`src/include/led_dim_pkg.sv`:
```
// package for the per-channel dimming register bank: offsets, field layouts,
// reset values, pwm period and the register request/answer carriers.
// assumes one register clock shared by the serial engine and this bank.
package led_dim_pkg;

    // ==========================================================
    // register offsets (one byte address per register)
    localparam logic [7:0] ADDR_CH2_DUTY_HIGH = 8'h0f;
    localparam logic [7:0] ADDR_CH3_CURRENT_CODE = 8'h10;
    localparam logic [7:0] ADDR_CH3_DUTY_LOW = 8'h11;
    localparam logic [7:0] ADDR_CH3_DUTY_HIGH = 8'h12;
    localparam logic [7:0] ADDR_CH4_CURRENT_CODE = 8'h13;
    localparam logic [7:0] ADDR_CH4_DUTY_LOW = 8'h14;
    localparam logic [7:0] ADDR_CH4_DUTY_HIGH = 8'h15;
    localparam logic [7:0] ADDR_CH5_CURRENT_CODE = 8'h16;
    localparam logic [7:0] ADDR_CH5_DUTY_LOW = 8'h17;
    localparam logic [7:0] ADDR_CH5_DUTY_HIGH = 8'h18;
    localparam logic [7:0] ADDR_CH6_CURRENT_CODE = 8'h19;

    // ==========================================================
    // field widths and positions
    localparam int CODE_W = 6;          // current code, bits 5:0
    localparam int LOWER_W = 4;         // duty bits 3:0 in the low register
    localparam int UPPER_W = 8;         // duty bits 11:4 in the high register
    localparam int DUTY_W = 12;
    localparam int DATA_W = 8;
    localparam int CODE_FULL_SCALE = 63; // led current = code / 63 * set current

    // ==========================================================
    // reset values: full current and full duty
    localparam logic [CODE_W-1:0] CODE_RST = 6'h3f;
    localparam logic [LOWER_W-1:0] LOWER_RST = 4'hf;
    localparam logic [UPPER_W-1:0] UPPER_RST = 8'hff;
    localparam logic [DUTY_W-1:0] DUTY_RST = 12'hfff;

    // ==========================================================
    // pwm period: 4096 steps of the free-running counter
    localparam int PWM_STEPS = 4096;

    // ==========================================================
    // register port carriers
    typedef struct packed {
        logic wr;
        logic rd;
        logic [7:0] addr;
        logic [DATA_W-1:0] wdata;
    } reg_req_s;

    typedef struct packed {
        logic valid;
        logic [DATA_W-1:0] data;
    } reg_rsp_s;

endpackage

```
`src/rtl/duty_channel.sv`:
```
// one channel's duty path: upper byte storage, applied duty and on-time compare.
// assumes the low nibble is held by the caller and the pwm counter is shared.
module duty_channel (
    input wire logic ref_clk,
    input wire logic rst,
    input wire logic ce,
    input wire logic upper_we,
    input wire logic [led_dim_pkg::UPPER_W-1:0] wdata,
    input wire logic [led_dim_pkg::LOWER_W-1:0] lower,
    input wire logic [led_dim_pkg::DUTY_W-1:0] pwm_count,
    output logic [led_dim_pkg::UPPER_W-1:0] upper,
    output logic [led_dim_pkg::DUTY_W-1:0] duty,
    output logic dim_on
);

    // ==========================================================
    // storage: the applied duty moves only on a high-byte write
    always_ff @(posedge ref_clk or posedge rst) begin
        if (rst) begin
            upper <= led_dim_pkg::UPPER_RST;  // RL6
            duty <= led_dim_pkg::DUTY_RST;    // RL6
        end else if (ce && upper_we) begin
            upper <= wdata;                   // RL3
            duty <= {wdata, lower};           // RL4
        end
    end

    // on while the counter is below the duty; full scale leaves one dark step
    always_ff @(posedge ref_clk or posedge rst) begin
        if (rst) begin
            dim_on <= 1'b0;
        end else if (ce) begin
            dim_on <= (pwm_count < duty);     // RL7
        end
    end

endmodule

```
`src/rtl/led_dim_regs.sv`:
```
// dimming register bank for channel 2 (high byte) through channel 6 (current).
// assumes the serial engine issues one-cycle read/write strobes on ref_clk.
// Functional notes
// RL1 - Each channel keeps a 6-bit current code in bits 5:0, reset to all ones, scaling current by code/63.
// RL2 - Each low duty register holds duty bits 3:0 in its bits 3:0 and reads zero in bits 7:4.
// RL3 - Each high duty register holds duty bits 11:4 in all eight bits.
// RL4 - Writing only the low register leaves the applied duty alone; a high write applies all 12 bits.
// RL5 - Each channel uses three consecutive addresses: current code, low duty, high duty.
// RL6 - After reset the low field is 1111 and the high field 11111111, so duty starts at full.
// RL7 - Each applied duty is compared to a free-running 4096-step counter to give the on-time.
module led_dim_regs (
    input wire logic ref_clk,
    input wire logic rst,
    input wire logic ce,
    input wire led_dim_pkg::reg_req_s reg_req,
    output led_dim_pkg::reg_rsp_s reg_rsp,
    input wire logic [led_dim_pkg::LOWER_W-1:0] ch2_duty_lower,
    output logic [led_dim_pkg::CODE_W-1:0] ch3_current_code,
    output logic [led_dim_pkg::CODE_W-1:0] ch4_current_code,
    output logic [led_dim_pkg::CODE_W-1:0] ch5_current_code,
    output logic [led_dim_pkg::CODE_W-1:0] ch6_current_code,
    output logic [led_dim_pkg::DUTY_W-1:0] ch2_duty,
    output logic [led_dim_pkg::DUTY_W-1:0] ch3_duty,
    output logic [led_dim_pkg::DUTY_W-1:0] ch4_duty,
    output logic [led_dim_pkg::DUTY_W-1:0] ch5_duty,
    output logic [3:0] dim_on
);

    // ==========================================================
    // address decode
    logic wr;
    logic rd;
    logic [7:0] addr;
    logic [7:0] wdata;
    logic sel_c3;
    logic sel_c4;
    logic sel_c5;
    logic sel_c6;
    logic sel_l3;
    logic sel_l4;
    logic sel_l5;
    logic sel_h2;
    logic sel_h3;
    logic sel_h4;
    logic sel_h5;
    logic wr_h2;
    logic wr_h3;
    logic wr_h4;
    logic wr_h5;

    // write and read share the decode; strobes only count while ce is high
    assign wr = reg_req.wr && ce;
    assign rd = reg_req.rd && ce;
    assign addr = reg_req.addr;
    assign wdata = reg_req.wdata;

    // three consecutive addresses per channel
    assign sel_h2 = (addr == led_dim_pkg::ADDR_CH2_DUTY_HIGH);    // RL5
    assign sel_c3 = (addr == led_dim_pkg::ADDR_CH3_CURRENT_CODE); // RL5
    assign sel_l3 = (addr == led_dim_pkg::ADDR_CH3_DUTY_LOW);     // RL5
    assign sel_h3 = (addr == led_dim_pkg::ADDR_CH3_DUTY_HIGH);    // RL5
    assign sel_c4 = (addr == led_dim_pkg::ADDR_CH4_CURRENT_CODE);
    assign sel_l4 = (addr == led_dim_pkg::ADDR_CH4_DUTY_LOW);
    assign sel_h4 = (addr == led_dim_pkg::ADDR_CH4_DUTY_HIGH);
    assign sel_c5 = (addr == led_dim_pkg::ADDR_CH5_CURRENT_CODE);
    assign sel_l5 = (addr == led_dim_pkg::ADDR_CH5_DUTY_LOW);
    assign sel_h5 = (addr == led_dim_pkg::ADDR_CH5_DUTY_HIGH);
    assign sel_c6 = (addr == led_dim_pkg::ADDR_CH6_CURRENT_CODE);

    // high-byte write enables, one per duty channel
    assign wr_h2 = wr && sel_h2;                                  // RL4
    assign wr_h3 = wr && sel_h3;                                  // RL4
    assign wr_h4 = wr && sel_h4;
    assign wr_h5 = wr && sel_h5;

    // ==========================================================
    // current codes: bits 7:6 are not stored, the analog stage scales by code/63
    always_ff @(posedge ref_clk or posedge rst) begin
        if (rst) begin
            ch3_current_code <= led_dim_pkg::CODE_RST;           // RL1
            ch4_current_code <= led_dim_pkg::CODE_RST;
            ch5_current_code <= led_dim_pkg::CODE_RST;
            ch6_current_code <= led_dim_pkg::CODE_RST;
        end else if (wr) begin
            if (sel_c3) ch3_current_code <= wdata[5:0];          // RL1
            if (sel_c4) ch4_current_code <= wdata[5:0];
            if (sel_c5) ch5_current_code <= wdata[5:0];
            if (sel_c6) ch6_current_code <= wdata[5:0];
        end
    end

    // ==========================================================
    // low duty nibbles: stored but not applied until the high byte lands
    logic [led_dim_pkg::LOWER_W-1:0] ch3_duty_lower;
    logic [led_dim_pkg::LOWER_W-1:0] ch4_duty_lower;
    logic [led_dim_pkg::LOWER_W-1:0] ch5_duty_lower;

    always_ff @(posedge ref_clk or posedge rst) begin
        if (rst) begin
            ch3_duty_lower <= led_dim_pkg::LOWER_RST;            // RL6
            ch4_duty_lower <= led_dim_pkg::LOWER_RST;
            ch5_duty_lower <= led_dim_pkg::LOWER_RST;
        end else if (wr) begin
            if (sel_l3) ch3_duty_lower <= wdata[3:0];            // RL2
            if (sel_l4) ch4_duty_lower <= wdata[3:0];
            if (sel_l5) ch5_duty_lower <= wdata[3:0];
        end
    end

    // ==========================================================
    // free-running pwm period counter, wraps every 4096 steps
    logic [led_dim_pkg::DUTY_W-1:0] pwm_count;

    always_ff @(posedge ref_clk or posedge rst) begin
        if (rst) begin
            pwm_count <= 12'h000;
        end else if (ce) begin
            pwm_count <= pwm_count + 12'h001;                    // RL7
        end
    end

    // ==========================================================
    // duty channels 2..5; channel 2 low nibble lives outside this bank
    logic [led_dim_pkg::UPPER_W-1:0] ch2_duty_upper;
    logic [led_dim_pkg::UPPER_W-1:0] ch3_duty_upper;
    logic [led_dim_pkg::UPPER_W-1:0] ch4_duty_upper;
    logic [led_dim_pkg::UPPER_W-1:0] ch5_duty_upper;

    duty_channel u_ch2 (
        .ref_clk(ref_clk),
        .rst(rst),
        .ce(ce),
        .upper_we(wr_h2),
        .wdata(wdata),
        .lower(ch2_duty_lower),
        .pwm_count(pwm_count),
        .upper(ch2_duty_upper),
        .duty(ch2_duty),
        .dim_on(dim_on[0])
    );

    duty_channel u_ch3 (
        .ref_clk(ref_clk),
        .rst(rst),
        .ce(ce),
        .upper_we(wr_h3),
        .wdata(wdata),
        .lower(ch3_duty_lower),
        .pwm_count(pwm_count),
        .upper(ch3_duty_upper),
        .duty(ch3_duty),
        .dim_on(dim_on[1])
    );

    duty_channel u_ch4 (
        .ref_clk(ref_clk),
        .rst(rst),
        .ce(ce),
        .upper_we(wr_h4),
        .wdata(wdata),
        .lower(ch4_duty_lower),
        .pwm_count(pwm_count),
        .upper(ch4_duty_upper),
        .duty(ch4_duty),
        .dim_on(dim_on[2])
    );

    duty_channel u_ch5 (
        .ref_clk(ref_clk),
        .rst(rst),
        .ce(ce),
        .upper_we(wr_h5),
        .wdata(wdata),
        .lower(ch5_duty_lower),
        .pwm_count(pwm_count),
        .upper(ch5_duty_upper),
        .duty(ch5_duty),
        .dim_on(dim_on[3])
    );

    // ==========================================================
    // read mux: reserved bits and unmapped addresses read as zero
    logic [7:0] rd_mux;

    assign rd_mux =
        sel_h2 ? ch2_duty_upper :                               // RL3
        sel_c3 ? {2'b00, ch3_current_code} :
        sel_l3 ? {4'h0, ch3_duty_lower} :                       // RL2
        sel_h3 ? ch3_duty_upper :
        sel_c4 ? {2'b00, ch4_current_code} :
        sel_l4 ? {4'h0, ch4_duty_lower} :
        sel_h4 ? ch4_duty_upper :
        sel_c5 ? {2'b00, ch5_current_code} :
        sel_l5 ? {4'h0, ch5_duty_lower} :
        sel_h5 ? ch5_duty_upper :
        sel_c6 ? {2'b00, ch6_current_code} :
        8'h00;

    // answer registered one cycle after the read strobe
    always_ff @(posedge ref_clk or posedge rst) begin
        if (rst) begin
            reg_rsp <= '0;
        end else if (ce) begin
            reg_rsp.valid <= rd;
            reg_rsp.data <= rd ? rd_mux : reg_rsp.data;
        end
    end

    // ==========================================================
    // assertions; read checks use the pre-edge value since a write may share the cycle
    property p_code_write;
        @(posedge ref_clk) disable iff (rst)
        (wr && sel_c3) |=> (ch3_current_code == $past(wdata[5:0]));
    endproperty
    a_code_write: assert property (p_code_write) else $error("current code not stored"); // RL1

    property p_lower_read;
        @(posedge ref_clk) disable iff (rst)
        (rd && sel_l4) |=> (reg_rsp.valid && reg_rsp.data[7:4] == 4'h0
                            && reg_rsp.data[3:0] == $past(ch4_duty_lower));
    endproperty
    a_lower_read: assert property (p_lower_read) else $error("low duty read wrong"); // RL2

    property p_upper_apply;
        @(posedge ref_clk) disable iff (rst)
        (wr && sel_h3) |=> (ch3_duty == {$past(wdata), $past(ch3_duty_lower)});
    endproperty
    a_upper_apply: assert property (p_upper_apply) else $error("high write not applied"); // RL3

    property p_low_holds;
        @(posedge ref_clk) disable iff (rst)
        (wr && sel_l5) |=> $stable(ch5_duty);
    endproperty
    a_low_holds: assert property (p_low_holds) else $error("low write moved duty"); // RL4

    property p_addr_map;
        @(posedge ref_clk) disable iff (rst)
        (rd && sel_h4) |=> (reg_rsp.valid && reg_rsp.data == $past(ch4_duty_upper));
    endproperty
    a_addr_map: assert property (p_addr_map) else $error("high duty address wrong"); // RL5

    property p_reset_vals;
        @(posedge ref_clk)
        rst |=> (ch2_duty == 12'hfff && ch5_duty == 12'hfff && ch6_current_code == 6'h3f);
    endproperty
    a_reset_vals: assert property (p_reset_vals) else $error("reset value wrong"); // RL6

    property p_pwm_on;
        @(posedge ref_clk) disable iff (rst)
        ce |=> (dim_on[1] == ($past(pwm_count) < $past(ch3_duty)));
    endproperty
    a_pwm_on: assert property (p_pwm_on) else $error("on-time compare wrong"); // RL7

    property p_count_step;
        @(posedge ref_clk) disable iff (rst)
        ce |=> (pwm_count == $past(pwm_count) + 12'h001);
    endproperty
    a_count_step: assert property (p_count_step) else $error("pwm counter stalled"); // RL7

    c_low_then_high: cover property (@(posedge ref_clk) disable iff (rst)
        (wr && sel_l3) ##[1:20] (wr && sel_h3));
    c_unmapped_read: cover property (@(posedge ref_clk) disable iff (rst)
        rd && addr == 8'h1a);
    c_pwm_wrap: cover property (@(posedge ref_clk) disable iff (rst)
        ce && pwm_count == 12'hfff);

endmodule

```
`config.mk`:
```
export PLATFORM = sky130hd
export DESIGN_NAME = led_dim_regs
export DESIGN_NICKNAME = d
export VERILOG_FILES = /design/src/include/led_dim_pkg.sv /design/src/rtl/duty_channel.sv /design/src/rtl/led_dim_regs.sv
export SDC_FILE = /design/constraint.sdc
export NUM_CORES = 1
export LEC_CHECK = 0
export CORE_ASPECT_RATIO = 1.2
export CORE_UTILIZATION = 39
export DETAILED_ROUTE_END_ITERATION = 16
export DONT_BUFFER_PORTS = 1
export PLACE_DENSITY_LB_ADDON = 0.25
export SLEW_MARGIN = 20
export SYNTH_ARGS = -nofsm -noshare
export SYNTH_HDL_FRONTEND = slang
export SYNTH_SLANG_ARGS = --single-unit
```
`constraint.sdc`:
```
create_clock -name ref_clk -period 4.13 [get_ports ref_clk]
set_clock_uncertainty 0.05 [all_clocks]
set_input_delay 0.6195 -clock ref_clk [delete_from_list [all_inputs] [get_ports ref_clk]]
set_output_delay 0.6195 -clock ref_clk [all_outputs]
set_load 0.02 [all_outputs]
```
==> results.md, run 1 <==
- The run finished with clean final reports.
- The number of antenna violations at the first check in global routing came to 0.
- The routed length per instance is 24.3 um.
- The nature of the critical path startpoint is a register.
- The wire length of the first global-routing pass is approximately 28000 um.
- In this run, the number of DRC markers left after iteration 0 of detailed routing was 264.
- Once detailed placement completed, the half-perimeter wirelength came to 14100 um.
- Averaged over all synthesized cells, the footprint is 11.5 um^2.
- The worst setup path is captured at a register.
- The weighted congestion at the end of routability-driven global placement is 0.876.
- The distinct cell type count after synthesis is 61.
- IR analysis of the VDD net gives a maximum drop of 0.000178 V.
- The final period demand of the worst path is ~2.2 ns.
- In the global route stage, met3 resource usage came out at 0.0611.
- The number of rows in the core area is 50.
- The worst register-to-register path has a setup slack of 1.96 ns.
- For this run, asynchronously set or reset flops after synthesis account for 1.00.
- The number of nets in the layout is around 600.
- The synthesized area is around 6300 um^2.
- The total number of yosys warnings is 0.
- Static timing analysis puts the maximum clock frequency at 460 MHz.
- In the routed layout, each cell is associated on average with a via count of 5.83.
- The leakage power figure is 2.71 nW.
- In this run the worst hold path is classified as input pin to async pin.
- The core area is ~16000 um^2.
- The share of synthesized area in the top cell type comes to 0.353.
- The ratio of final minimum period to clock period is 0.526.
- The clock tree synthesis step divided the H-tree into 3 levels.
- TritonCTS created 9 clock buffers.
- For the worst-skew pair, the clock arrives at the later sink with an insertion delay of 0.36 ns.
- After global routing the overflow that remains totals 0.
- Total power for the finished layout comes to 0.00272 W.
- After clock tree synthesis, the clock-pin slew on the worst setup and hold paths is 0.08 ns.
- In the post-route analysis, the smallest setup slack over all paths is 1.96 ns.
- At the end of the flow the core is filled with cells to 0.427.
- TritonCTS built the clock tree.
- The setup slack at placement is 1.63 ns.
- Among all flip-flop cells after synthesis, the most frequent one is sky130_fd_sc_hd__dfstp_2.
- The clock passes through at most 2 buffers.
- The areal power density over the cells is about 400 nW/um^2.
- The number of failing hold endpoints at the final stage is 0.
- The setup TNS after final layout is 0 ns.
- Input and output buffers added on the ports amount to 0.
- The via count of the first global-routing pass is 4345.
- The hold-fix buffer count after cts is 0.
- Clock tree synthesis found a total of 109 sinks.
- Hold is met by 0.116 ns.
- The floorplan step set the die height to 141 um.
- Along the worst path, the maximum fanout reaches 4.
- By count the netlist is led by sky130_fd_sc_hd__dfstp_2 (84), sky130_fd_sc_hd__mux2_2 (67), sky130_fd_sc_hd__inv_1 (52).
- Max-cap violations in this run came to 0.
- The pin count of the biggest net entering global routing is 42.
- In this run the tightest slew margin relative to its limit is 0.472.
- The final-report setup violation count is 0.
- After synthesis, the cell types taking the most area are sky130_fd_sc_hd__dfstp_2 (35%), sky130_fd_sc_hd__mux2_2 (12%), sky130_fd_sc_hd__dfrtp_1 (10%), sky130_fd_sc_hd__ha_1 (9.0%), sky130_fd_sc_hd__inv_1 (3.1%).
- The final max-slew violation count is 0.
- Post-CTS repair changed the size of 0 cells.
- The path type of the worst setup path is register to register.
- The measured slew at the worst slew-check pin is between 0.7 and 0.8 ns.
- The initial utilization of the core area, before any placement, comes to 0.400.
- The global routing stage identified its most utilized layer as met2.
- Among all cell types in the netlist, the one instantiated most often is sky130_fd_sc_hd__dfstp_2.
- The fraction of layout cells with a size suffix above 1 is 0.361.
- The routing usage on met2 is 0.384.
- The first TritonRoute pass finished after 5 iterations.
- Setup repair after global routing left no endpoint under its margin.
- The total wire length is roughly 18000 um.
- The post-synthesis cell count is 542.
- The post-detailed-route count of antenna-violating nets is 0.
- The data arrival time at the worst-slack endpoint is 2.40 ns.
- 0 antenna diodes ended up in the layout.
- The area added between synthesis and finish is 6.76%.
- The routed layout has around 4300 vias.
- The number of enable-type register cells in the synthesized netlist is 0.
- The area of the die is 16500 um^2.
- The number of ports placed on the die boundary is 110.
- The all-layer global routing usage is 0.224.
- In the global route stage, met1 resource usage came out at 0.272.
- The required time of the critical path is 4.35 ns.
- In this run, synthesis produced a sequential element count of between 100 and 150.
- In the routed design, unresolved DRC markers number 0.
- Measured along the x axis, the die boundary spans 118 um.
- For this run, the register share of the synthesized area comes to 0.453.
- Counting every net in the synthesized netlist gives 612.
- After clock tree synthesis, the setup repair step added 0 buffers.
- Clock tree synthesis selected as its root buffer the cell sky130_fd_sc_hd__clkbuf_16.
- The largest area contributor in the netlist is sky130_fd_sc_hd__dfstp_2.
[registers in the layout (all words and copies together), names as in the netlist]
| register | count |
|---|---|
| ch3_current_code | 6 |
| ch4_duty_lower | 4 |
| u_ch3.dim_on | 1 |
| u_ch2.duty | 12 |
| ch5_duty_lower | 4 |
| u_ch2.dim_on | 1 |
| reg_rsp | 9 |
| ch6_current_code | 6 |
| u_ch5.duty | 12 |
| ch4_current_code | 6 |
| pwm_count | 12 |
| u_ch5.dim_on | 1 |
| ch3_duty_lower | 4 |
| u_ch4.dim_on | 1 |
| u_ch3.duty | 12 |
| ch5_current_code | 6 |
| u_ch4.duty | 12 |
[cell type report]
| type | count | area (um^2) |
|---|---|---|
| repair buffers | 3 | 22.5 |
| clock inverters | 6 | 56.3 |
| well taps | 208 | 260 |
| clock buffers | 10 | 229 |
| fillers | 1499 | 8960 |
| multi-input cells | 354 | 3080 |
| inverters | 52 | 198 |
| flip-flops and latches | 109 | 2830 |
[cells in the final DEF, fill, tap and decap left out, types with 3 or more instances in the layout]
cell type	count
sky130_fd_sc_hd__dfstp_2	84
sky130_fd_sc_hd__o22ai_1	3
sky130_fd_sc_hd__mux2_1	8
sky130_fd_sc_hd__o21a_1	9
sky130_fd_sc_hd__nor2_1	22
sky130_fd_sc_hd__o21ai_0	23
sky130_fd_sc_hd__a2111o_1	4
sky130_fd_sc_hd__and3_1	4
sky130_fd_sc_hd__inv_1	51
sky130_fd_sc_hd__a21oi_1	16
sky130_fd_sc_hd__mux2_2	67
sky130_fd_sc_hd__buf_4	3
sky130_fd_sc_hd__inv_6	4
sky130_fd_sc_hd__ha_1	45
sky130_fd_sc_hd__a221o_1	3
sky130_fd_sc_hd__mux2_4	10
sky130_fd_sc_hd__o2111ai_1	4
sky130_fd_sc_hd__nand3_1	16
sky130_fd_sc_hd__a22oi_1	8
sky130_fd_sc_hd__dfrtp_1	25
sky130_fd_sc_hd__a211oi_1	3
sky130_fd_sc_hd__xnor2_1	7
sky130_fd_sc_hd__a21o_1	9
sky130_fd_sc_hd__nand4_1	3
sky130_fd_sc_hd__a221oi_1	3
sky130_fd_sc_hd__mux2i_1	7
sky130_fd_sc_hd__nand2b_1	4
sky130_fd_sc_hd__clkbuf_16	9
sky130_fd_sc_hd__xor2_1	4
sky130_fd_sc_hd__a31oi_1	10
sky130_fd_sc_hd__nand2_1	22
sky130_fd_sc_hd__nand4bb_1	3
[where the power goes]
| part | total, W | switching (W) | internal (W) | leakage, nW |
|---|---|---|---|---|
| clock | 0.000853 | 0.000430 | 0.000423 | 0.141 |
| combinational | 0.000516 | 0.000260 | 0.000256 | 1.38 |
| sequential | 0.00135 | 0.000187 | 0.00117 | 1.19 |
[final timing paths]
check	from	endpoint	cells after the start
setup / recovery	u_ch5.duty[5]	u_ch5.dim_on	6
hold / removal	rst	reg_rsp[2]	1
setup reg to reg	u_ch5.duty[5]	u_ch5.dim_on	6
hold reg to reg	ch3_duty_lower[2]	u_ch3.duty[2]	2
max in group asynchronous	rst	ch3_current_code[4]	2
min in group ref_clk	ce	pwm_count[0]	1
[per-stage QoR]
step,instance area (um^2),instances
2_1_floorplan,6250,542
3_3_place_gp,6390,726
3_5_place_dp,6390,726
4_1_cts,6680,742
5_1_grt,6680,742
6_report,6680,742
[cells by family (layout without fill, tap and decap cells)]
logic type / after synthesis / after routing / synth area share
flops: 109 / 109 / 0.453
simple gates: 98 / 98 / 0.0973
xor+xnor: 11 / 11 / 0.0154
fa+ha+maj: 45 / 45 / 0.0901
buf+inv: 79 / 71 / 0.0548
mux: 92 / 92 / 0.170
compound gates: 108 / 108 / 0.119
[worst max-delay path, stage by stage (launching register included)]
cell and delay [ns]:
sky130_fd_sc_hd__dfstp_2 0.69, sky130_fd_sc_hd__inv_1 0.08, sky130_fd_sc_hd__ha_1 0.33, sky130_fd_sc_hd__a2111o_1 0.36, sky130_fd_sc_hd__a31oi_1 0.15, sky130_fd_sc_hd__o21ai_0 0.21
sky130_fd_sc_hd__a21oi_1 0.22
[layer usage]
layer  up-vias  part of all wire
met3        26             0.059
li1       1949                 -
met4         0             0.020
met1      2200              0.41
met5         -                 0
met2       152              0.51
No activity file was read; power rests on OpenSTA's default activity.
==> run 2, diff against run 1 <==
clock period = 1.87 ns   (was 4.13 ns; I/O delays follow)
==> run 2 against run 1 <==
Effect of this change:
- total power rose by 130%
- routed wire length rose by 5.2%
- critical path depth unchanged
- final area grew 8.7%
- clock power increased by 140%
- worst hold slack worse by 0.10 ns
- sequential power up 120%
- first-iteration DRC count up 18%
- core utilization grew 3.7 points
- largest power group unchanged
==> results.md, run 2 (synthesis gave the netlist of run 1 again) <==
- After global routing, the most crowded layer is met2.
- The final-report setup violation count was 0 (unchanged).
- The met1 usage in global routing was 0.283 (+0.0110).
- The reg-to-reg startpoint is u_ch4.duty[6].
- TritonCTS built the clock tree.
- The measured slew at the worst slew-check pin is 0.482 ns (-0.299 ns).
- The number of nets in the layout is 656 (+9.5%).
- The signal on the critical path passes through inv_1 -> ha_1 -> a2111o_1 -> a31oi_1 -> o21ai_2 -> a21oi_2.
- The count of input and output buffers is 0 (unchanged).
- The largest fanout on the critical path is 2 (-2).
- The iteration count of the initial detailed-routing pass came to 6 (+1).
- The pin count of the biggest net entering global routing came to 66 (+57%).
- The worst hold path cell count is 1.
- Leaving out fill and tap cells, the most frequent cells in the layout are sky130_fd_sc_hd__dfstp_2 (84), sky130_fd_sc_hd__mux2_2 (67), sky130_fd_sc_hd__inv_1 (50).
- The power after layout came to 0.00637 W (+130%).
- The worst-case vdd ir drop was 0.000406 V (+130%).
- The number of buffers on the longest clock path was 2 (unchanged).
- The detailed-route DRC error count is 0 (unchanged).
- The max-capacitance violation count was 0 (unchanged).
- The required time of the critical path is 2.11 ns (-2.24 ns).
- The setup slack of the worst register-to-register path is 0.1 ns (-1.86 ns).
- The routing usage on met2 is 0.404 (+0.0196).
- The worst hold path terminates at u_ch3.duty[5].
- The die boundary height is 141 um (unchanged).
- The core area was 15600 um^2 (unchanged).
- The startpoint identified for the worst hold timing path is reg_req[1].
- The via count of the first global-routing pass is 4799 (+10%).
- The total wire length came to 18900 um (+5.2%).
- The final period demand of the worst path is 1.77 ns (-0.401 ns).
- The number of failing hold endpoints at the final stage is 0 (unchanged).
- The number of buffers added by the clock tree synthesis step was 9 (unchanged).
- The vias per cell is 5.69 (-2.4%).
- The data arrival time at the worst-slack endpoint is 2.01 ns (-0.39 ns).
- The nature of the critical path startpoint is a register.
- The path type of the worst setup path is register to register.
- The largest stage delay on the critical path is 0.54 ns (-0.15 ns).
- The path class of the lowest-slack min-delay path is input pin to register.
- The all-layer global routing usage is 0.238 (+0.0137).
- The number of clock sinks seen by CTS is 109 (unchanged).
- The worst register-to-register path ends at u_ch4.dim_on.
- The number of cells traversed by the worst register-to-register path is 6 (unchanged).
- The met3 demand-to-capacity share in global routing was 0.0566 (-0.00445).
- STA classifies the critical path endpoint as a register.
- The areal power density over the cells is 878 nW/um^2 (+120%).
- The fraction of layout cells with a size suffix above 1 is 0.416 (+0.0548).
- The number of DRC markers in iteration 0 is 311 (+18%).
- The effective utilization at floorplan is 0.400 (unchanged).
- The clock-pin slew on the worst setup and hold paths is 0.08 ns (about the same).
- The weighted congestion at the end of routability-driven global placement is 0.880 (+0.48%).
- The wire length of the first global-routing pass came to 29200 um (+5.6%).
- The area of the die is 16500 um^2 (unchanged).
- The post-CTS repair timing setup buffer count is 0 (unchanged).
- The ratio of final minimum period to clock period is 0.948 (+0.422).
- The flow ran to the end, and the final reports show no timing, DRC or antenna violations.
- The clock latency on the worst-skew pair was 0.36 ns (about the same).
- The final max-slew violation count is 0 (unchanged).
- The number of rows in the core area came to 50 (unchanged).
- The HPWL after detailed placement is 14200 um (+0.57%).
- The maximum achievable frequency came to 564 MHz (+23%).
- The die width is 118 um (unchanged).
- Relative to the synthesized area, the layout overhead comes to 16.1%.
- The total via count in the routed design came to 4555 (+5.3%).
- Among all stages on the critical path, the largest delay is contributed by sky130_fd_sc_hd__dfstp_2.
- The global-route congestion overflow total is 0 (unchanged).
- The number of antenna violations at the first check in global routing is 0 (unchanged).
- The H-tree depth is 3 (unchanged).
- The routed length per instance was 23.7 um (-2.4%).
- The leakage power figure came to 3.04 nW (+12%).
- The remaining max-slew budget at the tightest pin is 0.678 (+0.206).
- Setup repair after global routing left no endpoint under its margin.
- The number of ports placed on the die boundary is 110 (unchanged).
- The utilization of the core after routing is 0.464 (+0.0372).
- The tree is rooted in a sky130_fd_sc_hd__clkbuf_16.
- The post-detailed-route count of antenna-violating nets came to 0 (unchanged).
- Leaving out fill and tap cells, the most frequent cell in the layout is sky130_fd_sc_hd__dfstp_2.
run 2: cell count changes in the layout (fill, tap and decap cells not counted), moves of 2 or more:
cell	before	now
sky130_fd_sc_hd__buf_12	0	5
sky130_fd_sc_hd__buf_4	3	45
sky130_fd_sc_hd__dlygate4sd3_1	0	10
sky130_fd_sc_hd__ha_1	45	43
sky130_fd_sc_hd__ha_4	0	2
sky130_fd_sc_hd__o21ai_0	23	19
sky130_fd_sc_hd__o21ai_1	0	3
run 2: timing repair:
action,in CTS,in global routing
resized for setup,3,7
pin swaps,0,1
hold endpoints to repair,36,0
hold buffers,10,0
endpoints found under the setup margin,1,5
cloned,0,0
run 2: through the flow:
step | worst slack (ns) | std cells | setup TNS, ns | instance area [um^2] | hold WS, ns
after floorplan | 0.0702 | 542 | 0 | 6260 | 0.364
after global placement | -0.0535 | 773 | -0.0557 | 6810 | 0.110
after detailed placement | -0.104 | 773 | -0.265 | 6810 | 0.107
after CTS | 0.0600 | 799 | 0 | 7240 | 0.000270
after global routing | 0.00131 | 799 | 0 | 7250 | 0.00183
final | 0.0975 | 800 | 0 | 7260 | 0.0121
run 2: worst max-delay path by stage:
stage,to,cells after the start,slack [ns],startpoint
floorplan,u_ch5.duty[0],6,0.07,reg_req[9]
global placement,u_ch4.dim_on,6,-0.05,u_ch4.duty[5]
detailed placement,u_ch4.dim_on,6,-0.10,u_ch4.duty[5]
CTS,u_ch2.dim_on,6,0.06,u_ch2.duty[5]
global route,u_ch4.dim_on,6,0.001,u_ch4.duty[6]
finish,u_ch4.dim_on,6,0.1,u_ch4.duty[6]
run 2: layer usage:
metal | wire length (um) | up-vias
met5 | 0 | -
met2 | 9500 | 165
met1 | 7510 | 2279
li1 | - | 2065
met4 | 715 | 0
met3 | 1220 | 46
run 2: power by group:
part / switching [W] / internal, W / total (W) / leakage [nW]
Sequential: 0.000417 / 0.00257 / 0.00299 / 1.19
Clock: 0.000992 / 0.00107 / 0.00207 / 0.155
Combinational: 0.000651 / 0.000668 / 0.00132 / 1.70
run 2: critical path: cells and delay by family, from the launching register on:
family                     cells  cell delay (ns)
AOI/OAI and AO/OA              4             0.80
DFF                            1             0.54
adders and majority gates      1             0.23
buffers and inverters          1             0.09
run 2: cell type report:
| class | count | area (um^2) |
|---|---|---|
| Fill cell | 1454 | 8380 |
| Multi-Input combinational cell | 354 | 3110 |
| Sequential cell | 109 | 2830 |
| Timing Repair Buffer | 60 | 538 |
| Tap cell | 208 | 260 |
| Clock buffer | 9 | 225 |
| Inverter | 52 | 199 |
| Clock inverter | 7 | 88.8 |
| Antenna cell | 1 | 2.50 |
==> run 3, diff against run 2 <==
HOLD_SLACK_MARGIN = 0.1   (was default)
==> run 3 against run 2 <==
Effect of this change:
- register-to-register slack about the same
- global-route usage down 0.33 points
- combinational power rose by 3%
- critical path type unchanged
- highest routed layer unchanged
- critical path depth is the same
- flip-flop and latch count did not move
- final cell count up 0.75%
- final area increased by 0.86%
- non-clock buffer count up 6
- worst setup slack worse by 0.011 ns
- sequential share of layout area down 0.33 points
==> results.md, run 3 (synthesis gave the netlist of run 1 again) <==
- The flow ran to the end, and the final reports show no timing, DRC or antenna violations.
- The reg-to-reg startpoint is u_ch4.duty[6].
- The combinational cell fraction of total power is 0.212 (+0.005).
- The final max-slew violation count came to 0 (unchanged).
- The areal power density over the cells is 877 nW/um^2 (-0.11%).
- The routed length per instance is 23.2 um (-2.2%).
- The final-report setup violation count was 0 (unchanged).
- The number of rows in the core area is 50 (unchanged).
- The die boundary height came to 141 um (unchanged).
- The remaining max-slew budget at the tightest pin was 0.565 (-0.113).
- The fraction of power consumed by the clock network is 0.323 (about the same).
- The total wire length is 18700 um (-1.4%).
- The proportion of total power due to net switching is 0.325 (+0.00161).
- STA classifies the critical path endpoint as a register.
- The number of failing hold endpoints at the final stage was 0 (unchanged).
- The number of nets in the layout is 662 (+0.91%).
- The critical path's top delay family is compound AO/OA/AOI/OAI gates.
- The number of ports placed on the die boundary is 110 (unchanged).
- The max-capacitance violation count is 0 (unchanged).
- The all-layer global routing usage came to 0.235 (-0.00334).
- The internal power consumption is 0.00434 W (+0.51%).
- The global-route congestion overflow total is 0 (unchanged).
- The vias per cell is 5.65 (-0.83%).
- The data arrival time at the worst-slack endpoint was 2.03 ns (+0.02 ns).
- The count of input and output buffers is 0 (unchanged).
- The HPWL after detailed placement is 14200 um (unchanged).
- The origin of the worst min-delay path is ce.
- The effective utilization at floorplan is 0.400 (unchanged).
- The area added between synthesis and finish is 17.1%.
- The die width was 118 um (unchanged).
- The capture endpoint of the worst hold path is pwm_count[6].
- The number of buffers on the longest clock path came to 2 (unchanged).
- The worst hold path cell count is 3 (+2).
- The number of clock sinks seen by CTS is 109 (unchanged).
- The fraction of power consumed by sequential logic came to 0.465 (-0.004).
- The utilization of the core after routing is 0.468 (+0.00400).
- The number of standard cells in the layout, taps in and fillers out was 806 (+0.75%).
- The number of antenna violations at the first check in global routing is 1 (+1).
- The weighted congestion at the end of routability-driven global placement was 0.880 (unchanged).
- The detailed-route DRC error count is 0 (unchanged).
- Setup repair after global routing left no endpoint under its margin.
- The number of buffers and inverters on the critical path was 1 (unchanged).
- The critical path depth in cells is 6 (unchanged).
- The largest stage delay on the critical path came to 0.54 ns (about the same).
- The maximum achievable frequency came to 561 MHz (-0.61%).
- The fraction of layout cells with a size suffix above 1 is 0.412 (-0.00418).
- The clock latency on the worst-skew pair came to 0.37 ns (about the same).
- In the layout the commonest cells are sky130_fd_sc_hd__dfstp_2 (84), sky130_fd_sc_hd__mux2_2 (67), sky130_fd_sc_hd__inv_1 (50).
- The worst-case vdd ir drop is 0.000406 V (+0.13%).
- The number of buffers added by the clock tree synthesis step is 9 (unchanged).
- The pin count of the biggest net entering global routing came to 66 (unchanged).
- The post-detailed-route count of antenna-violating nets was 0 (unchanged).
- The measured slew at the worst slew-check pin is 0.650 ns (+0.168 ns).
- The largest fanout on the critical path was 2 (unchanged).
- The leakage power figure came to 3.07 nW (+1.1%).
- The endpoint identified for the worst register-to-register timing path is u_ch4.dim_on.
- The number of DRC markers in iteration 0 is 294 (-5.5%).
- The total via count in the routed design is 4551 (-0.088%).
- The required time of the critical path was 2.11 ns (about the same).
- The number of cells after detailed placement was 773 (unchanged).
- The via count of the first global-routing pass is 4755 (-0.92%).
- The area of the die came to 16500 um^2 (unchanged).
- The wire length of the first global-routing pass is 28900 um (-0.92%).
- The path type of the worst setup path is register to register.
- The post-CTS repair timing setup buffer count is 0 (unchanged).
- The signal on the critical path passes through inv_1 -> ha_1 -> a2111o_1 -> a31oi_1 -> o21ai_2 -> a21oi_2.
- In this run the clock root is driven by a sky130_fd_sc_hd__clkbuf_16.
- The cell with the largest stage delay on the worst path is sky130_fd_sc_hd__dfstp_2.
- The net load switching power is 0.00209 W (+1.3%).
- The number of cells traversed by the worst register-to-register path is 6 (unchanged).
- The H-tree depth is 3 (unchanged).
- The iteration count of the initial detailed-routing pass is 5 (-1).
- The core area is 15600 um^2 (unchanged).
- STA classifies the critical path startpoint as a register.
- Leaving out fill and tap cells, the most frequent cell in the layout is sky130_fd_sc_hd__dfstp_2.
- The ratio of final minimum period to clock period is 0.954 (+0.00581).
- The final period demand of the worst path is 1.78 ns (+0.0109 ns).
- The TritonCTS clock tree is done.
- The clock-pin slew on the worst setup and hold paths was 0.08 ns (about the same).
- The path class of the lowest-slack min-delay path is input pin to register.
- The setup slack of the worst register-to-register path is 0.09 ns (about the same).
-- run 3: cell types whose count changed in the layout (fill, tap and decap cells not counted), sizes merged --
cell          before  now
dlygate4sd3       10   15
dlymetal6s4s       0    1
-- run 3: repair_timing --
action / 4_1_cts / 5_1_grt
hold buffers: 16 / 0
resized for setup: 3 / 8
pin swaps: 0 / 1
endpoints found under the hold margin: 94 / 0
endpoints found under the setup margin: 1 / 7
cloned: 0 / 0
-- run 3: worst max path at each step --
stage,start,endpoint,slack (ns)
2_1_floorplan,reg_req[9],u_ch5.duty[0],0.07
3_3_place_gp,u_ch4.duty[5],u_ch4.dim_on,-0.05
3_5_place_dp,u_ch4.duty[5],u_ch4.dim_on,-0.10
4_1_cts,ce,pwm_count[11],0.02
5_1_grt,u_ch4.duty[6],u_ch4.dim_on,0.006
6_report,u_ch4.duty[6],u_ch4.dim_on,0.09
-- run 3: layout make-up --
class / instances / area, um^2
diodes: 1 / 2.50
clock buffers: 9 / 225
clock inverters: 7 / 88.8
fillers: 1445 / 8320
inverters: 52 / 199
multi-input cells: 354 / 3110
flip-flops and latches: 109 / 2830
well taps: 208 / 260
repair buffers: 66 / 601
-- run 3: metrics by stage --
stage               TNS (ns)  setup WS (ns)  hold WS, ns  total power (W)  instance area (um^2)
finish                     0         0.0866        0.170          0.00642                  7320
global route               0        0.00553        0.188          0.00679                  7320
CTS                        0         0.0228        0.169          0.00645                  7300
detailed placement    -0.265         -0.104        0.107          0.00426                  6810
global placement     -0.0557        -0.0535        0.110          0.00418                  6810
floorplan                  0         0.0702        0.364          0.00389                  6260
-- run 3: per-layer routing --
layer,track usage,wire length (um),vias up
li1,-,-,2070
met1,0.281,7500,2267
met2,0.404,9400,159
met3,0.0498,1120,55
met4,0.109,640,0
met5,0,0,-
-- run 3: power groups by stage --
| stage | Combinational, W | Sequential, W | Clock (W) |
|---|---|---|---|
| CTS | 0.00135 | 0.00299 | 0.00211 |
| global route | 0.00157 | 0.00302 | 0.00220 |
| floorplan | 0.00104 | 0.00284 | 0 |
| detailed placement | 0.00124 | 0.00302 | 0 |
| finish | 0.00136 | 0.00298 | 0.00208 |
| global placement | 0.00116 | 0.00302 | 0 |
-- run 3: tightest hold or removal path, cell delays in order --
cell and delay (ns):
sky130_fd_sc_hd__nand3_1 0.05, sky130_fd_sc_hd__nor2_1 0.08, sky130_fd_sc_hd__xor2_1 0.13
